## src/rcs_defs.vh

```
`ifndef RCS_DEFS_VH
`define RCS_DEFS_VH

`define RCS_PC_W 21
`define RCS_RESET_VEC 21'h000000
`define RCS_HIGH_VEC 21'h000008
`define RCS_LOW_VEC 21'h000018
`define RCS_RESUME_STEP 21'h000002

`define RCS_ADDR_W 3
`define RCS_IDX_RESET_CTRL 3'h0
`define RCS_IDX_STACK_PTR 3'h1
`define RCS_IDX_TOS 3'h2
`define RCS_IDX_CONFIG 3'h3
`define RCS_IDX_WAKE_SRC 3'h4
`define RCS_IDX_LAST_PC 3'h5

`define RCS_BIT_BRNOUT 0
`define RCS_BIT_POR 1
`define RCS_BIT_PWRDN 2
`define RCS_BIT_TMOUT 3
`define RCS_BIT_RSTINSTR 4
`define RCS_BIT_SWBO_EN 6
`define RCS_BIT_STK_UNF 6
`define RCS_BIT_STK_FULL 7
`define RCS_BIT_STKRST_EN 0
`define RCS_BIT_GIE_HIGH 1
`define RCS_BIT_GIE_LOW 2

`define RCS_SP_W 5
`define RCS_BRNOUT_SW_CFG 2'h1

`define RCS_MODE_FULL 2'h0
`define RCS_MODE_RUN 2'h1
`define RCS_MODE_IDLE 2'h2
`define RCS_MODE_SLEEP 2'h3

`define RCS_POR_SETTLE 2'h2
`define RCS_POR_DONE 2'h3

`endif

```

## src/rcs_reset_cause.v

```verilog
// Function
// - power-on: pc 0000h, reset-instr/timeout/powerdown set, power-on and stack flags cleared, brownout flag as below.
// - reset instruction: restart at 0000h, clear reset-instr flag, clear stack pointer, other flags unchanged.
// - brown-out: restart 0000h, set reset-instr/timeout/powerdown, clear brownout flag.
// - pin reset in run mode: restart 0000h, set timeout flag only.
// - pin reset in idle or sleep: restart 0000h, set timeout, clear powerdown.
// - watchdog in full power or run mode: reset to 0000h, clear timeout flag.
// - pin reset in full power: restart 0000h, no flag changes.
// - stack overflow with stack reset enabled: reset 0000h, set stack-full flag.
// - stack underflow with stack reset enabled: reset 0000h, set stack-underflow flag.
// - stack underflow with stack reset disabled: set underflow flag, no reset.
// - watchdog in idle or sleep: wake at pc plus 2, clear timeout and powerdown.
// - interrupt ending power-managed mode: resume pc plus 2, clear powerdown flag.
// - interrupt wake with global enable: push pc plus 2, bump pointer, jump to 0008h/0018h.
// - brownout flag reset value 1 on power-on only when software brownout active.
// - data registers without reset stay unknown at power-on, kept through resets.
// - watchdog wake touches only the designated status flags.
// - interrupt wake leaves a wake-source bit set for software.
// - software brownout enable exists only when config field is 01, else reads 0.
`include "rcs_defs.vh"
module rcs_reset_cause #(
  parameter STKRST_EN_RESET = 1'b1,
  parameter SWBO_EN_RESET = 1'b1
) (
  input wire ref_clk_in,
  input wire rst_n_in,
  input wire master_clear_pin_in,
  input wire brownout_detect_in,
  input wire [1:0] brownout_config_field_in,
  input wire reset_instr_in,
  input wire wdt_timeout_in,
  input wire stack_overflow_in,
  input wire stack_underflow_in,
  input wire int_wake_in,
  input wire int_high_priority_in,
  input wire [7:0] int_flags_in,
  input wire [1:0] power_mode_in,
  input wire [`RCS_PC_W-1:0] pc_in,
  input wire [`RCS_ADDR_W-1:0] avs_address_in,
  input wire avs_read_in,
  input wire avs_write_in,
  input wire [31:0] avs_writedata_in,
  input wire [3:0] avs_byteenable_in,
  output wire [31:0] avs_readdata_out,
  output wire avs_waitrequest_out,
  output wire [`RCS_PC_W-1:0] pc_load_value_out,
  output wire pc_load_out,
  output wire core_reset_out,
  output wire wake_out
);

  localparam [2:0] EV_NONE = 3'h0;
  localparam [2:0] EV_BROWNOUT = 3'h1;
  localparam [2:0] EV_PIN_RST = 3'h2;
  localparam [2:0] EV_WDT = 3'h3;
  localparam [2:0] EV_RESET_INSTR = 3'h4;
  localparam [2:0] EV_STACK_FULL = 3'h5;
  localparam [2:0] EV_STACK_UNF = 3'h6;
  localparam [2:0] EV_INT_WAKE = 3'h7;

  wire [3:0] pin_sync;
  wire pinrst_lvl;
  wire brn_lvl;
  wire [1:0] cfg_lvl;
  reg pinrst_prev_q;
  reg brn_prev_q;
  wire pinrst_evt;
  wire brn_evt;
  wire sw_brn_active;
  wire pm_sleepy;

  reg rstinstr_q, rstinstr_d;
  reg tmout_q, tmout_d;
  reg pwrdn_q, pwrdn_d;
  reg por_q, por_d;
  reg brnout_q, brnout_d;
  reg stk_full_q, stk_full_d;
  reg stk_unf_q, stk_unf_d;
  reg [`RCS_SP_W-1:0] sp_q, sp_d;
  reg [`RCS_PC_W-1:0] tos_q, tos_d;
  reg [7:0] wake_src_q, wake_src_d;
  reg swbo_en_q, swbo_en_d;
  reg stkrst_en_q, stkrst_en_d;
  reg gie_high_q, gie_high_d;
  reg gie_low_q, gie_low_d;
  reg [1:0] por_cnt_q;

  reg [`RCS_PC_W-1:0] pc_val_q, pc_val_d;
  reg pc_load_q, pc_load_d;
  reg core_reset_q, core_reset_d;
  reg wake_q, wake_d;
  reg [2:0] ev;

  reg wait_q;
  reg [31:0] rdata_q;
  reg [31:0] rdata_d;
  wire bus_req;
  wire wr_take;
  wire [7:0] wb;

  wire [`RCS_PC_W-1:0] resume_pc;

  rcs_sync #(
    .WIDTH(4)
  ) u_pin_sync (
    .ref_clk_in(ref_clk_in),
    .rst_n_in(rst_n_in),
    .async_in({brownout_config_field_in, brownout_detect_in, master_clear_pin_in}),
    .sync_out(pin_sync)
  );

  assign pinrst_lvl = pin_sync[0];
  assign brn_lvl = pin_sync[1];
  assign cfg_lvl = pin_sync[3:2];

  always @(posedge ref_clk_in or negedge rst_n_in)
  begin
    if (!rst_n_in)
    begin
      pinrst_prev_q <= 1'b0;
      brn_prev_q <= 1'b0;
    end
    else
    begin
      pinrst_prev_q <= pinrst_lvl;
      brn_prev_q <= brn_lvl;
    end
  end

  assign pinrst_evt = pinrst_lvl & ~pinrst_prev_q;
  assign brn_evt = brn_lvl & ~brn_prev_q;
  assign sw_brn_active = (cfg_lvl == `RCS_BRNOUT_SW_CFG) & swbo_en_q;
  assign pm_sleepy = (power_mode_in == `RCS_MODE_IDLE) | (power_mode_in == `RCS_MODE_SLEEP);
  assign resume_pc = pc_in + `RCS_RESUME_STEP;

  // one cause per cycle, fixed priority: brown-out, pin, watchdog, reset instruction, stack full, stack underflow, interrupt wake
  always @*
  begin
    ev = EV_NONE;
    if (brn_evt)
      ev = EV_BROWNOUT;
    else if (pinrst_evt)
      ev = EV_PIN_RST;
    else if (wdt_timeout_in)
      ev = EV_WDT;
    else if (reset_instr_in)
      ev = EV_RESET_INSTR;
    else if (stack_overflow_in)
      ev = EV_STACK_FULL;
    else if (stack_underflow_in)
      ev = EV_STACK_UNF;
    else if (int_wake_in && power_mode_in != `RCS_MODE_FULL && int_flags_in != 8'h00)
      ev = EV_INT_WAKE;
  end

  assign bus_req = avs_read_in | avs_write_in;
  assign wr_take = avs_write_in & ~wait_q & avs_byteenable_in[0];
  assign wb = avs_writedata_in[7:0];

  always @*
  begin
    rstinstr_d = rstinstr_q;
    tmout_d = tmout_q;
    pwrdn_d = pwrdn_q;
    por_d = por_q;
    brnout_d = brnout_q;
    stk_full_d = stk_full_q;
    stk_unf_d = stk_unf_q;
    sp_d = sp_q;
    tos_d = tos_q;
    wake_src_d = wake_src_q;
    swbo_en_d = swbo_en_q;
    stkrst_en_d = stkrst_en_q;
    gie_high_d = gie_high_q;
    gie_low_d = gie_low_q;
    pc_val_d = pc_val_q;
    pc_load_d = 1'b0;
    core_reset_d = 1'b0;
    wake_d = 1'b0;

    // software writes first, so a hardware event in the same cycle overrides them
    if (wr_take)
    begin
      case (avs_address_in)
        `RCS_IDX_RESET_CTRL:
        begin
          rstinstr_d = wb[`RCS_BIT_RSTINSTR];
          por_d = wb[`RCS_BIT_POR];
          brnout_d = wb[`RCS_BIT_BRNOUT];
          if (cfg_lvl == `RCS_BRNOUT_SW_CFG)
            swbo_en_d = wb[`RCS_BIT_SWBO_EN];
        end
        `RCS_IDX_STACK_PTR:
        begin
          stk_full_d = wb[`RCS_BIT_STK_FULL];
          stk_unf_d = wb[`RCS_BIT_STK_UNF];
        end
        `RCS_IDX_CONFIG:
        begin
          stkrst_en_d = wb[`RCS_BIT_STKRST_EN];
          gie_high_d = wb[`RCS_BIT_GIE_HIGH];
          gie_low_d = wb[`RCS_BIT_GIE_LOW];
        end
        `RCS_IDX_WAKE_SRC:
          wake_src_d = wake_src_q & ~wb; // write one to clear
        default:
          wake_src_d = wake_src_q;
      endcase
    end

    case (ev)
      EV_BROWNOUT:
      begin
        rstinstr_d = 1'b1;
        tmout_d = 1'b1;
        pwrdn_d = 1'b1;
        brnout_d = 1'b0;
        sp_d = {`RCS_SP_W{1'b0}};
        pc_val_d = `RCS_RESET_VEC;
        pc_load_d = 1'b1;
        core_reset_d = 1'b1;
      end
      EV_PIN_RST:
      begin
        if (power_mode_in == `RCS_MODE_RUN)
          tmout_d = 1'b1;
        else if (pm_sleepy)
        begin
          tmout_d = 1'b1;
          pwrdn_d = 1'b0;
        end
        sp_d = {`RCS_SP_W{1'b0}};
        pc_val_d = `RCS_RESET_VEC;
        pc_load_d = 1'b1;
        core_reset_d = 1'b1;
      end
      EV_WDT:
      begin
        tmout_d = 1'b0;
        pc_load_d = 1'b1;
        if (pm_sleepy)
        begin
          // a wake, not a reset: stack and data stay as they were
          pwrdn_d = 1'b0;
          pc_val_d = resume_pc;
          wake_d = 1'b1;
        end
        else
        begin
          sp_d = {`RCS_SP_W{1'b0}};
          pc_val_d = `RCS_RESET_VEC;
          core_reset_d = 1'b1;
        end
      end
      EV_RESET_INSTR:
      begin
        rstinstr_d = 1'b0;
        sp_d = {`RCS_SP_W{1'b0}};
        pc_val_d = `RCS_RESET_VEC;
        pc_load_d = 1'b1;
        core_reset_d = 1'b1;
      end
      EV_STACK_FULL:
      begin
        stk_full_d = 1'b1;
        if (stkrst_en_q)
        begin
          sp_d = {`RCS_SP_W{1'b0}};
          pc_val_d = `RCS_RESET_VEC;
          pc_load_d = 1'b1;
          core_reset_d = 1'b1;
        end
      end
      EV_STACK_UNF:
      begin
        stk_unf_d = 1'b1;
        if (stkrst_en_q)
        begin
          sp_d = {`RCS_SP_W{1'b0}};
          pc_val_d = `RCS_RESET_VEC;
          pc_load_d = 1'b1;
          core_reset_d = 1'b1;
        end
      end
      EV_INT_WAKE:
      begin
        pwrdn_d = 1'b0;
        wake_src_d = wake_src_d | int_flags_in;
        pc_load_d = 1'b1;
        wake_d = 1'b1;
        if (gie_high_q | gie_low_q)
        begin
          tos_d = resume_pc;
          sp_d = sp_q + {{(`RCS_SP_W-1){1'b0}}, 1'b1};
          pc_val_d = int_high_priority_in ? `RCS_HIGH_VEC : `RCS_LOW_VEC;
        end
        else
          pc_val_d = resume_pc;
      end
      default:
        pc_load_d = 1'b0;
    endcase
  end

  always @(posedge ref_clk_in or negedge rst_n_in)
  begin
    if (!rst_n_in)
    begin
      rstinstr_q <= 1'b1;
      tmout_q <= 1'b1;
      pwrdn_q <= 1'b1;
      por_q <= 1'b0;
      brnout_q <= 1'b0;
      stk_full_q <= 1'b0;
      stk_unf_q <= 1'b0;
      sp_q <= {`RCS_SP_W{1'b0}};
      wake_src_q <= 8'h00;
      swbo_en_q <= SWBO_EN_RESET;
      stkrst_en_q <= STKRST_EN_RESET;
      gie_high_q <= 1'b0;
      gie_low_q <= 1'b0;
      pc_val_q <= `RCS_RESET_VEC;
      pc_load_q <= 1'b1;
      core_reset_q <= 1'b1;
      wake_q <= 1'b0;
      por_cnt_q <= 2'h0;
    end
    else
    begin
      rstinstr_q <= rstinstr_d;
      tmout_q <= tmout_d;
      pwrdn_q <= pwrdn_d;
      por_q <= por_d;
      stk_full_q <= stk_full_d;
      stk_unf_q <= stk_unf_d;
      sp_q <= sp_d;
      wake_src_q <= wake_src_d;
      swbo_en_q <= swbo_en_d;
      stkrst_en_q <= stkrst_en_d;
      gie_high_q <= gie_high_d;
      gie_low_q <= gie_low_d;
      pc_val_q <= pc_val_d;
      pc_load_q <= pc_load_d;
      core_reset_q <= core_reset_d;
      wake_q <= wake_d;
      if (por_cnt_q != `RCS_POR_DONE)
        por_cnt_q <= por_cnt_q + 2'h1;
      // the config strap is only trusted once it has crossed the synchroniser
      if (por_cnt_q == `RCS_POR_SETTLE && ev == EV_NONE && !wr_take)
        brnout_q <= sw_brn_active;
      else
        brnout_q <= brnout_d;
    end
  end

  // return address has no reset: unknown after power-up, kept across resets
  always @(posedge ref_clk_in)
  begin
    tos_q <= tos_d;
  end

  always @*
  begin
    rdata_d = 32'h00000000;
    case (avs_address_in)
      `RCS_IDX_RESET_CTRL:
      begin
        rdata_d[`RCS_BIT_BRNOUT] = brnout_q;
        rdata_d[`RCS_BIT_POR] = por_q;
        rdata_d[`RCS_BIT_PWRDN] = pwrdn_q;
        rdata_d[`RCS_BIT_TMOUT] = tmout_q;
        rdata_d[`RCS_BIT_RSTINSTR] = rstinstr_q;
        rdata_d[`RCS_BIT_SWBO_EN] = swbo_en_q & (cfg_lvl == `RCS_BRNOUT_SW_CFG);
      end
      `RCS_IDX_STACK_PTR:
      begin
        rdata_d[`RCS_SP_W-1:0] = sp_q;
        rdata_d[`RCS_BIT_STK_UNF] = stk_unf_q;
        rdata_d[`RCS_BIT_STK_FULL] = stk_full_q;
      end
      `RCS_IDX_TOS:
        rdata_d[`RCS_PC_W-1:0] = tos_q;
      `RCS_IDX_CONFIG:
      begin
        rdata_d[`RCS_BIT_STKRST_EN] = stkrst_en_q;
        rdata_d[`RCS_BIT_GIE_HIGH] = gie_high_q;
        rdata_d[`RCS_BIT_GIE_LOW] = gie_low_q;
      end
      `RCS_IDX_WAKE_SRC:
        rdata_d[7:0] = wake_src_q;
      `RCS_IDX_LAST_PC:
        rdata_d[`RCS_PC_W-1:0] = pc_val_q;
      default:
        rdata_d = 32'h00000000;
    endcase
  end

  // one wait cycle: data is registered while waitrequest is high, released the cycle after
  always @(posedge ref_clk_in or negedge rst_n_in)
  begin
    if (!rst_n_in)
    begin
      wait_q <= 1'b1;
      rdata_q <= 32'h00000000;
    end
    else
    begin
      if (bus_req && wait_q)
      begin
        wait_q <= 1'b0;
        rdata_q <= rdata_d;
      end
      else
        wait_q <= 1'b1;
    end
  end

  assign avs_readdata_out = rdata_q;
  assign avs_waitrequest_out = wait_q;
  assign pc_load_value_out = pc_val_q;
  assign pc_load_out = pc_load_q;
  assign core_reset_out = core_reset_q;
  assign wake_out = wake_q;

endmodule

```

## src/rcs_sync.v

```verilog
module rcs_sync #(
  parameter WIDTH = 1
) (
  input wire ref_clk_in,
  input wire rst_n_in,
  input wire [WIDTH-1:0] async_in,
  output wire [WIDTH-1:0] sync_out
);

  reg [WIDTH-1:0] meta_q;
  reg [WIDTH-1:0] sync_q;

  // meta_q feeds nothing but sync_q
  always @(posedge ref_clk_in or negedge rst_n_in)
  begin
    if (!rst_n_in)
    begin
      meta_q <= {WIDTH{1'b0}};
      sync_q <= {WIDTH{1'b0}};
    end
    else
    begin
      meta_q <= async_in;
      sync_q <= meta_q;
    end
  end

  assign sync_out = sync_q;

endmodule
```

## config.mk

```make
export PLATFORM = sky130hd
export DESIGN_NAME = rcs_reset_cause
export DESIGN_NICKNAME = d
export VERILOG_FILES = /design/src/rcs_reset_cause.v /design/src/rcs_sync.v
export VERILOG_INCLUDE_DIRS = /design/src
export SDC_FILE = /design/constraint.sdc
export NUM_CORES = 1
export LEC_CHECK = 0
export ABC_CLOCK_PERIOD_IN_PS = 8100
export BUFFER_PORTS_ARGS = -buffer_cell sky130_fd_sc_hd__buf_2
export CAP_MARGIN = 20
export CORE_MARGIN = 1.5
export CORE_UTILIZATION = 50
export DETAILED_ROUTE_END_ITERATION = 6
export GPL_ROUTABILITY_DRIVEN = 1
export MAX_ROUTING_LAYER = met4
export PLACE_DENSITY = 0.77
export SYNTH_ARGS = -nofsm -noshare
export SYNTH_HDL_FRONTEND = slang
export SYNTH_SLANG_ARGS = --single-unit
```

## constraint.sdc

```tcl
create_clock -name ref_clk_in -period 8.1 [get_ports ref_clk_in]
set_clock_uncertainty 0.2 [all_clocks]
set_input_delay 1.62 -clock ref_clk_in [delete_from_list [all_inputs] [get_ports ref_clk_in]]
set_output_delay 1.62 -clock ref_clk_in [all_outputs]
set_load 0.005 [all_outputs]
```

# == Word-level counts from Yosys, hierarchy flattened ==
# Index checks and enable logic that the tools add are counted.
# word_totals
reg_bits,103
in_bits,84
out_inout_bits,57
word_cells,152
# op_classes
addsub,3
n_eq_ne,23
n_mux,51
n_bitwise,14
n_reduce_logical,36
# op_table
operator,n
$pmux W21 S4,1
$mux W21,3
$pmux W13 S2,1
$mux W8,3
$add A21 B2 Y21 const B,1
$mux W3,7
$mux W1,20
$mux W5,4
$pmux W5 S4,1
$reduce_and A2 Y1,10
$eq A3 B3 Y1 const B,6
$pmux W3 S6,1
$reduce_bool A3 Y1,5
$eq A3 B2 Y1 const B,4
$pmux W2 S5,1
$reduce_bool A2 Y1,5
$pmux W1 S3,3
$and A8 B8 Y8,1
$ne A2 B2 Y1 const B,4
$not A8 Y8,1
$or A8 B8 Y8,1
$pmux W1 S4,2
$reduce_bool A4 Y1,2
$reduce_bool A8 Y1,1
other kinds (20),39

# == Longest topological paths before layout ==
# Gate-level depths: netlist (run 1).
# logic_depth
depth_word,15
mapped_depth,10
mapped_depth_nobuf,7

# == Hierarchy ==
# A second synthesis (run 1) with hierarchy kept.
# unflattened
cells_unflattened,435
area_unflattened_um2,4830.9
# by_module_without_submodules
module,n_inst,cells_per_inst,area_each_um2,seq_area_each_um2
rcs_reset_cause,1,427,4630.7,2492.4
rcs_sync,1,8,200.2,200.2

# == Least setup slack after synthesis (run 1) ==
# No wires, ideal clock.
# synth_timing
path_type,input -> register
start,input reset_instr_in
end,"register tos_q[0], enable pin"
setup_time_ps,419
arrival_time_ps,3938
t_required_ps,7481
slack_ps,3543
path_stages,5
path_buffers,1
cell_sequence,or2_1 > a2111o_1 > and3_1 > buf_6 > nor4_2
# synth_via
elab_chain_len,6
# synth_rtl
item,line,text
start: declaration,rcs_reset_cause.v:30,"input wire reset_instr_in,"
$mux W3,rcs_reset_cause.v:146,else if (reset_instr_in)
$mux W3,rcs_reset_cause.v:144,else if (wdt_timeout_in)
$mux W3,rcs_reset_cause.v:142,else if (pinrst_evt)
$mux W3,rcs_reset_cause.v:140,if (brn_evt)
$eq A3 B3 Y1,rcs_reset_cause.v:211,case (ev)
$reduce_and A2 Y1 (no source line),n/a,
end signal: assignment,rcs_reset_cause.v:359,tos_q <= tos_d;
end: declaration,rcs_reset_cause.v:80,"reg [`RCS_PC_W-1:0] tos_q, tos_d;"
# No other way between the ends.
# A chain may end at the register's enable or synchronous reset.

# == Worst setup path in the final report (run 1) ==
# layout_timing
start,input int_flags_in[0]
end,"register pc_val_q[3], in the netlist pc_load_value_out[3]"
# layout_via
elab_chain_len,13
word_cells_on_any_way,22
cone_classes,8 x eq/ne; 8 x mux; 6 x reduce/logical
# layout_rtl
item,line,text
start: declaration,rcs_reset_cause.v:36,"input wire [7:0] int_flags_in,"
$reduce_bool A8 Y1 (*),rcs_reset_cause.v:152,else if (int_wake_in && power_mode_in != `RCS_MODE_FULL && int_flags_in != 8'h00)
$logic_and A1 B1 Y1 (*),rcs_reset_cause.v:152,
$mux W3 (*),rcs_reset_cause.v:152,
$mux W3 (*),rcs_reset_cause.v:150,else if (stack_underflow_in)
$mux W3 (*),rcs_reset_cause.v:148,else if (stack_overflow_in)
$mux W3 (*),rcs_reset_cause.v:146,
$mux W3 (*),rcs_reset_cause.v:144,
$mux W3 (*),rcs_reset_cause.v:142,
$mux W3 (*),rcs_reset_cause.v:140,
$eq A3 B2 Y1 (tied with other cells),rcs_reset_cause.v:211,
$reduce_or A3 Y1 (no source line) or $reduce_or A2 Y1 (tied branches),n/a,
$reduce_bool A4 Y1 (no source line) or $ne A2 B1 Y1 (tied branches),n/a,
$reduce_and A2 Y1 (no source line),n/a,
end signal: assignment,rcs_reset_cause.v:322,pc_val_q <= `RCS_RESET_VEC;
end signal: assignment,rcs_reset_cause.v:342,pc_val_q <= pc_val_d;
end: declaration,rcs_reset_cause.v:88,"reg [`RCS_PC_W-1:0] pc_val_q, pc_val_d;"
# Mark *: on every way between the ends. The rest lies on a longest branch, timed or not.

==> results.toml, run 1 <==
[logic_synthesis]
synth_flop_cell = "dfrtp_1"
synthDistinctLibCells = 55
ys_seq_elements = 103
avgSynthCellArea_um2 = 11.1
synth-async-reset-ratio_pct = 79.6
synthesis.area_um2 = 4830
yosysWarnings = 0
synth.most_common_cell = "dfrtp_1"
yosysTopAreaCellShare_pct = 38.3
syn_inst = 435
synth_edf_count = 21
synth_area_leaders = "dfrtp_1 (38%), edfxtp_1 (13%), a22o_1 (5.3%), dfstp_2 (4.4%), o21ai_0 (3.4%)"
synth_common_cells = "dfrtp_1 (74), nand2_1 (43), o21ai_0 (33)"
ys_seq_area_share_pct = 55.7
synth_top_area_cell = "dfrtp_1"

[final_layout]
antenna_cells = 0
finish.instance_area_um2 = 5620
area_growth_pct = 16.3
drive_above_1_share_pct = 27.5
utilization_pct = 60.5
nets = 618

[routing]
ant_nets = 0
drc = 0
via_per_inst = 5.73
num_vias = 3806
drtIter0Drc = 188
dr.pass1.iters = 5
wl_um = 11900
wl_per_cell_um = 17.9

[placement]
hpwl_um = 8670
placed_cell_area_um2 = 5400
place.gp.congestion = 0.924
place.port_buffers = 102

[cts]
cts_buffers = 9
cts.sinks = 103
worstSkewPairLatency_ns = 0.37
clk_pin_slew_worst_paths_ns = 0.10
postCtsHoldBufs = 0
cts_buffer_depth = 2
cts_tree = "yes"
cts_setup_buffers = 0
htreeDepth = 3
ctsResizeCount = 0
cts-root-buf = "clkbuf_8"

[setup_path]
r2r-end = "pc_load_value_out[4]$_DFFE_PN0P_"
worst_ep_required_time_ns = 8.20
end_kind = "flip-flop"
path_class = "in -> reg"
cp-start-kind = "primary input"
ff2ff_setup_slack_ns = 5.06
cp_max_fo = 21
ff2ff_path_depth = 6
cp_data_arrival_time_ns = 4.58
r2r_start = "u_pin_sync.sync_out[0]$_DFF_PN0_"

[run]
cap_violations = 0

[die]
io_pins = 141
start_util_pct = 52.0
die_y_um = 101
die_width_um = 101
core_area_um2 = 9280
die-area_um2 = 10300
rows = 35

[global_routing]
grtUsageTotal_pct = 24.7
grt_pass1_vias = 3684
grt_max_degree = 83
antenna_found_initial = 0
grt.overflow.total = 0
grt_pass1_wl_um = 18700

[worst_hold_path]
worstHoldStart = "u_pin_sync.meta_q[0]$_DFF_PN0_"
holdPathEnd = "u_pin_sync.sync_out[0]$_DFF_PN0_"
holdCritPathClass = "reg -> reg"
holdPathStages = 0

[sta]
maxSlewHeadroom_pct = 30.6
rsz0062_at_grt = "no"
min_period_ns = 4.49
tns_ns = 0
period_share_pct = 55.4
setup_viol = 0
max_freq_mhz = 223
slew_violations = 0
finalHoldViolCount = 0
tightest_slew_ns = 1.04

[power_and_ir_drop]
p_leak_nw = 2.56
peakVddDrop_mv = 0.101
powerDensity_nw_per_um2 = 198

[run_status]
status = "finished clean"
## report_power, final
part / switching [mW] / internal [mW]
registers: 0.0364 / 0.582
logic: 0.103 / 0.0787
clock network: 0.192 / 0.119
## critical path, stage by stage
cell and delay [ns]:
buf_2 0.11, nor4_1 0.57, a2111oi_1 0.23, o21ai_1 0.76
o21ai_0 0.28, nand2_1 0.67, inv_1 0.18, a21oi_1 0.16
## cells in the final DEF, fill, tap and decap left out, types with 2 or more instances in the layout
master	n
buf_2	101
dfrtp_1	74
nand2_1	43
o21ai_0	33
a22o_1	29
edfxtp_1	21
nand3_1	18
a22oi_1	18
nor2_1	16
xnor2_1	15
a21oi_1	15
inv_1	11
conb_1	11
mux2_2	10
clkbuf_8	9
and3_1	8
dfstp_2	8
nor2b_1	7
mux2i_1	7
nor3_1	6
xor2_1	4
nor4_1	4
or4_1	4
ha_1	4
buf_4	4
and4_1	3
nand4_1	3
nand2b_1	3
o21ai_2	3
o2111ai_1	3
o22a_1	3
o31ai_1	3
nand3b_1	2
nor3b_1	2
a31oi_1	2
a221o_1	2
clkinv_4	2
inv_6	2
inv_8	2
## cells by family after synthesis
kind of cell / Yosys count / synth area share, %
AO/OA/AOI/OAI: 123 / 18.0
XOR/XNOR: 19 / 3.44
adder cells (fa/ha/maj): 4 / 1.04
buffers and inverters: 43 / 4.48
flip-flops: 103 / 55.7
multiplexers: 18 / 4.25
other: 1 / 0.0776
AND/OR/NAND/NOR: 124 / 13.0
## layout make-up
cell class / instances / area [µm²]
well taps: 129 / 161
inverters: 11 / 41.3
multi-input cells: 299 / 1970
fillers: 778 / 3660
repair buffers: 106 / 563
clock buffers: 9 / 124
flip-flops and latches: 103 / 2690
clock inverters: 7 / 65.1
## metal layers
| metal | wire [µm] | vias to the layer above | global-route usage, % |
|---|---|---|---|
| met5 | 0 | - | - |
| met2 | 5860 | 139 | 39.0 |
| met1 | 5130 | 1874 | 32.4 |
| li1 | - | 1774 | - |
| met3 | 691 | 19 | 4.35 |
| met4 | 227 | 0 | 8.55 |
## per-stage QoR
step,hold WS (ns),setup slack (ns),total power [mW],instances
floorplan,0.131,3.54,0.724,445
global placement,0.134,3.27,0.800,647
detailed placement,0.136,3.30,0.808,647
CTS,0.159,3.64,1.11,663
global route,0.161,3.27,1.16,664
finish,0.158,3.61,1.11,664
## flip-flops by register name (all words and copies together) (netlist names), 2 cells and up
name	cells
avs_readdata_out	21
pc_load_value_out	21
por_cnt_q	2
sp_q	5
tos_q	21
u_pin_sync.meta_q	4
u_pin_sync.sync_out	4
wake_src_q	8
## worst max path at each step
| stage | startpoint | end | depth (start not counted) |
|---|---|---|---|
| 6_report | int_flags_in[0] | pc_load_value_out[3]$_DFFE_PN0P_ | 8 |
| 5_1_grt | int_flags_in[0] | pc_load_value_out[3]$_DFFE_PN0P_ | 8 |
| 3_3_place_gp | int_flags_in[0] | pc_load_value_out[3]$_DFFE_PN0P_ | 8 |
| 2_1_floorplan | reset_instr_in | tos_q[0]$_DFFE_PP_ | 5 |
| 4_1_cts | int_flags_in[0] | pc_load_value_out[3]$_DFFE_PN0P_ | 8 |
| 3_5_place_dp | int_flags_in[0] | pc_load_value_out[3]$_DFFE_PN0P_ | 8 |
(Power assumes the default switching activity.)
==> inputs of run 2 (changes only) <==
--- a/config.mk
+++ b/config.mk
@@ -6,7 +6,7 @@
 export SDC_FILE = /design/constraint.sdc
 export NUM_CORES = 1
 export LEC_CHECK = 0
-export ABC_CLOCK_PERIOD_IN_PS = 8100
+export ABC_CLOCK_PERIOD_IN_PS = 4570
 export BUFFER_PORTS_ARGS = -buffer_cell sky130_fd_sc_hd__buf_2
 export CAP_MARGIN = 20
 export CORE_MARGIN = 1.5
==> constraint.sdc (replaced) <==
create_clock -name ref_clk_in -period 4.57 [get_ports ref_clk_in]
set_clock_uncertainty 0.2 [all_clocks]
set_input_delay 0.914 -clock ref_clk_in [delete_from_list [all_inputs] [get_ports ref_clk_in]]
set_output_delay 0.914 -clock ref_clk_in [all_outputs]
set_load 0.005 [all_outputs]
==> run 2 against run 1 <==
Net effect: register-to-register slack worse by 3.4 ns; die area unchanged; critical path depth grew 1; sequential power up 76%; wire length decreased by 0.36%; non-clock buffer count rose by 2; combinational power increased by 79%; critical path type unchanged; sequential share of layout area decreased by 0.22 points; cell area grew 0.47%.
==> results.toml, run 2 (synthesized netlist as in run 1, its figures left out) <==
[final_layout]
final_common_cell = "buf_2"
utilization_pct = 60.8
antenna_cells = 0
area_growth_pct = 16.9
layout.cells.most_common_list = "buf_2 (101), dfrtp_1 (74), nand2_1 (43), o21ai_0 (33), a22o_1 (29)"
drive_above_1_share_pct = 27.7
nets = 620

[power_and_ir_drop]
powerDensity_nw_per_um2 = 351
p_leak_nw = 2.57
peakVddDrop_mv = 0.161

[global_routing]
grtUsageTotal_pct = 24.3
grt_pass1_wl_um = 18500
grt_pass1_vias = 3686
grt-busiest-layer = "met2"
use_met3_pct = 4.00
grt.overflow.total = 0
grt_use_met2_pct = 37.7
grt_max_degree = 83
grt_use_met1_pct = 31.9
antenna_found_initial = 0

[cts]
clk_pin_slew_worst_paths_ns = 0.10
ctsResizeCount = 0
cts-root-buf = "clkbuf_8"
cts_buffer_depth = 2
cts_tree = "yes"
htreeDepth = 3
cts_buffers = 9
cts_setup_buffers = 0
postCtsHoldBufs = 0
worstSkewPairLatency_ns = 0.37
cts.sinks = 103

[setup_path]
end_kind = "flip-flop"
path_class = "in -> reg"
cp-start-kind = "primary input"
endpoint = "pc_load_value_out[4]$_DFFE_PN0P_"
crit_start = "int_flags_in[0]"
crit_chain = "buf_2, nor4_1, a2111oi_1, o21ai_1, buf_4, o2111ai_1, nand2_1, buf_4, a221o_1"
cp_data_arrival_time_ns = 3.51
cp_slowest_cell = "nor4_1"
worst_ep_required_time_ns = 4.67
slowest_delay_ns = 0.62
r2r-end = "pc_load_value_out[4]$_DFFE_PN0P_"
r2r_start = "u_pin_sync.sync_out[0]$_DFF_PN0_"
crit_path_frequent_cell = "buf_4"
cp_max_fo = 15
ff2ff_setup_slack_ns = 1.65
ff2ff_path_depth = 7

[placement]
place.port_buffers = 102
hpwl_um = 8580
place.gp.congestion = 0.927

[sta]
period_share_pct = 74.7
tns_ns = 0
finalHoldViolCount = 0
slew_violations = 0
max_freq_mhz = 293
tightest_slew_ns = 0.928
maxSlewHeadroom_pct = 38.0
setup_viol = 0
min_period_ns = 3.41
rsz0062_at_grt = "no"

[run]
cap_violations = 0

[die]
start_util_pct = 52.0
rows = 35
die_y_um = 101
die_width_um = 101
io_pins = 141
core_area_um2 = 9280
die-area_um2 = 10300

[worst_hold_path]
holdPathStages = 0
holdCritPathClass = "reg -> reg"

[run_status]
status = "finished clean"

[routing]
via_per_inst = 5.69
ant_nets = 0
wl_um = 11900
num_vias = 3791
drc = 0
dr.pass1.iters = 5
drtIter0Drc = 176
wl_per_cell_um = 17.8
-- run 2: worst min-delay path by stage --
stage	startpoint	to	slack [ns]
global placement	u_pin_sync.meta_q[1]$_DFF_PN0_	u_pin_sync.sync_out[1]$_DFF_PN0_	0.13
global route	u_pin_sync.meta_q[3]$_DFF_PN0_	u_pin_sync.sync_out[3]$_DFF_PN0_	0.16
CTS	u_pin_sync.meta_q[2]$_DFF_PN0_	u_pin_sync.sync_out[2]$_DFF_PN0_	0.16
finish	u_pin_sync.meta_q[1]$_DFF_PN0_	u_pin_sync.sync_out[1]$_DFF_PN0_	0.16
floorplan	u_pin_sync.meta_q[0]$_DFF_PN0_	u_pin_sync.sync_out[0]$_DFF_PN0_	0.13
detailed placement	u_pin_sync.meta_q[1]$_DFF_PN0_	u_pin_sync.sync_out[1]$_DFF_PN0_	0.13
-- run 2: where the power goes --
group | switching (mW) | total [mW] | internal [mW]
clock network | 0.349 | 0.564 | 0.215
logic | 0.184 | 0.326 | 0.142
registers | 0.0625 | 1.09 | 1.03
-- run 2: through the flow --
| stage | power [mW] | area, µm² | instances | hold slack, ns | setup slack (ns) |
|---|---|---|---|---|---|
| 4_1_cts | 1.99 | 5620 | 665 | 0.159 | 1.25 |
| 3_5_place_dp | 1.43 | 5420 | 649 | 0.135 | 0.900 |
| 2_1_floorplan | 1.28 | 4870 | 445 | 0.131 | 0.719 |
| 6_report | 1.98 | 5650 | 666 | 0.157 | 1.16 |
| 3_3_place_gp | 1.42 | 5420 | 649 | 0.134 | 0.965 |
| 5_1_grt | 2.08 | 5650 | 666 | 0.164 | 1.06 |
-- run 2: critical path: cells and delay by family --
| family | cells | cell delay, ns |
|---|---|---|
| AO/OA/AOI/OAI | 4 | 1.01 |
| AND/OR/NAND/NOR | 2 | 0.94 |
| buffers and inverters | 3 | 0.64 |
-- run 2: layout make-up --
| class | count | area, µm² |
|---|---|---|
| clock buffer | 9 | 124 |
| clock inverter | 7 | 76.3 |
| fill | 802 | 3640 |
| inverter | 11 | 41.3 |
| multi-input combinational | 299 | 1970 |
| sequential | 103 | 2690 |
| tap | 129 | 161 |
| timing repair buffer | 108 | 578 |
-- run 2: per-layer routing --
| layer | up-vias | routed length (µm) |
|---|---|---|
| met2 | 145 | 5680 |
| li1 | 1781 | - |
| met1 | 1843 | 5060 |
| met4 | 0 | 306 |
| met5 | - | 0 |
| met3 | 22 | 815 |
==> inputs of run 3 (changes only) <==
--- a/config.mk
+++ b/config.mk
@@ -6,7 +6,7 @@
 export SDC_FILE = /design/constraint.sdc
 export NUM_CORES = 1
 export LEC_CHECK = 0
-export ABC_CLOCK_PERIOD_IN_PS = 4570
+export ABC_CLOCK_PERIOD_IN_PS = 3350
 export BUFFER_PORTS_ARGS = -buffer_cell sky130_fd_sc_hd__buf_2
 export CAP_MARGIN = 20
 export CORE_MARGIN = 1.5
==> constraint.sdc (replaced) <==
create_clock -name ref_clk_in -period 3.35 [get_ports ref_clk_in]
set_clock_uncertainty 0.2 [all_clocks]
set_input_delay 0.67 -clock ref_clk_in [delete_from_list [all_inputs] [get_ports ref_clk_in]]
set_output_delay 0.67 -clock ref_clk_in [all_outputs]
set_load 0.005 [all_outputs]
==> run 3 against run 2 <==
Net effect: utilization increased by 0.75 points; critical endpoint unchanged; cell area increased by 1.2%; largest cell class unchanged; critical path type unchanged; register-to-register slack got worse by 0.93 ns.
==> results.toml, run 3 (synthesized netlist as in run 1, its figures left out) <==
[sta]
max_freq_mhz = 367
rsz0062_at_grt = "no"
setup_viol = 0
finalHoldViolCount = 0
min_period_ns = 2.72
maxSlewHeadroom_pct = 54.3
whs_ns = 0.0324
period_share_pct = 81.3
slew_violations = 0
tns_ns = 0
tightest_slew_ns = 0.681

[routing]
drc = 0
drtIter0Drc = 143
via_per_inst = 5.68
num_vias = 3817
dr.pass1.iters = 6
ant_nets = 0
wl_um = 11700
wl_per_cell_um = 17.4

[power_and_ir_drop]
p_total_mw = 2.72
switching_power_mw = 0.809
powerDensity_nw_per_um2 = 476
p_int_mw = 1.91
clock_power_share_pct = 28.4
p_sw_share_pct = 29.8
pwr-share-comb_pct = 16.7
seq_power_share_pct = 54.9
p_leak_nw = 2.62
peakVddDrop_mv = 0.203

[setup_path]
slowest_delay_ns = 0.54
path_delay_family = "compound AO/OA/AOI/OAI gates"
cp_max_fo = 21
crit_chain = "buf_2, nor4_1, buf_4, a2111oi_1, o21ai_1, buf_4, o2111ai_1, nand2_1, buf_12, a221o_1"
r2r_start = "u_pin_sync.sync_out[0]$_DFF_PN0_"
end_kind = "flip-flop"
path_buf_inv = 4
worst_ep_required_time_ns = 3.40
path_class = "in -> reg"
cp_data_arrival_time_ns = 2.78
cp_slowest_cell = "a2111oi_1"
crit_start = "int_flags_in[1]"
cp-start-kind = "primary input"
crit_path_frequent_cell = "buf_4"

[die]
io_pins = 141
core_area_um2 = 9280
start_util_pct = 52.0
rows = 35
die_width_um = 101
die-area_um2 = 10300
die_y_um = 101

[final_layout]
final_common_cell = "buf_2"
regArea_um2 = 2690
drive_above_1_share_pct = 28.5
nets = 626
multiInputGateArea_um2 = 1970
area_growth_pct = 18.3
antenna_cells = 0
n_fill_cell = 777
layout.cells.most_common_list = "buf_2 (101), dfrtp_1 (74), nand2_1 (43), o21ai_0 (33), a22o_1 (29)"
finish.instance_area_um2 = 5720

[cts]
cts_setup_buffers = 0
cts.sinks = 103
cts_buffers = 9
cts_buffer_depth = 2
clk_pin_slew_worst_paths_ns = 0.11
postCtsHoldBufs = 0
ctsResizeCount = 0
worstSkewPairLatency_ns = 0.37
cts-root-buf = "clkbuf_8"
htreeDepth = 3
cts_tree = "yes"

[run_status]
status = "finished clean"

[placement]
hpwl_um = 8770
place.port_buffers = 102
place.gp.congestion = 0.910
placed_cell_area_um2 = 5490

[worst_hold_path]
holdCritPathClass = "in -> async"

[global_routing]
grt_pass1_wl_um = 18500
grtUsageTotal_pct = 24.4
grt_pass1_vias = 3670
antenna_found_initial = 0
grt.overflow.total = 0
grt_max_degree = 83

[run]
cap_violations = 0
## run 3: per-layer routing
| layer | up-vias | part of all wire [%] | GRT usage (%) |
|---|---|---|---|
| met5 | - | 0 | - |
| met4 | 0 | 2.5 | 9.51 |
| met3 | 28 | 6.2 | 4.14 |
| met2 | 145 | 48 | 38.6 |
| met1 | 1840 | 43 | 31.7 |
| li1 | 1804 | - | - |
## run 3: final cells by class
class                   instances  share of cell area (%)
flip-flops and latches        103                    47.1
multi-input cells             299                    34.5
repair buffers                114                    11.3
well taps                     129                    2.82
clock buffers                   9                    2.17
clock inverters                 7                    1.34
inverters                      11                   0.722
## run 3: worst paths after layout
kind	end	slack [ns]	cells after the start
setup / recovery	pc_load_value_out[4]$_DFFE_PN0P_	0.63	10
hold / removal	u_pin_sync.sync_out[1]$_DFF_PN0_	0.03	1
setup reg to reg	pc_load_value_out[4]$_DFFE_PN0P_	0.72	7
hold reg to reg	u_pin_sync.sync_out[2]$_DFF_PN0_	0.16	0
max in group asynchronous	stkrst_en_q$_DFFE_PN1P_	2.26	2
min in group ref_clk_in	u_pin_sync.sync_out[2]$_DFF_PN0_	0.16	0
## run 3: power groups by stage
stage	clock, mW	combinational, mW	sequential [mW]
floorplan	0	0.260	1.49
global placement	0	0.438	1.51
finish	0.772	0.454	1.49
global route	0.835	0.506	1.51
CTS	0.786	0.452	1.49
detailed placement	0	0.451	1.52
## run 3: stage by stage
stage,utilization [%],worst slack [ns],cells
floorplan,-,0.283,445
global placement,59.1,0.332,655
detailed placement,59.1,0.246,655
CTS,61.3,0.637,671
global route,61.6,0.423,672
finish,61.6,0.626,672
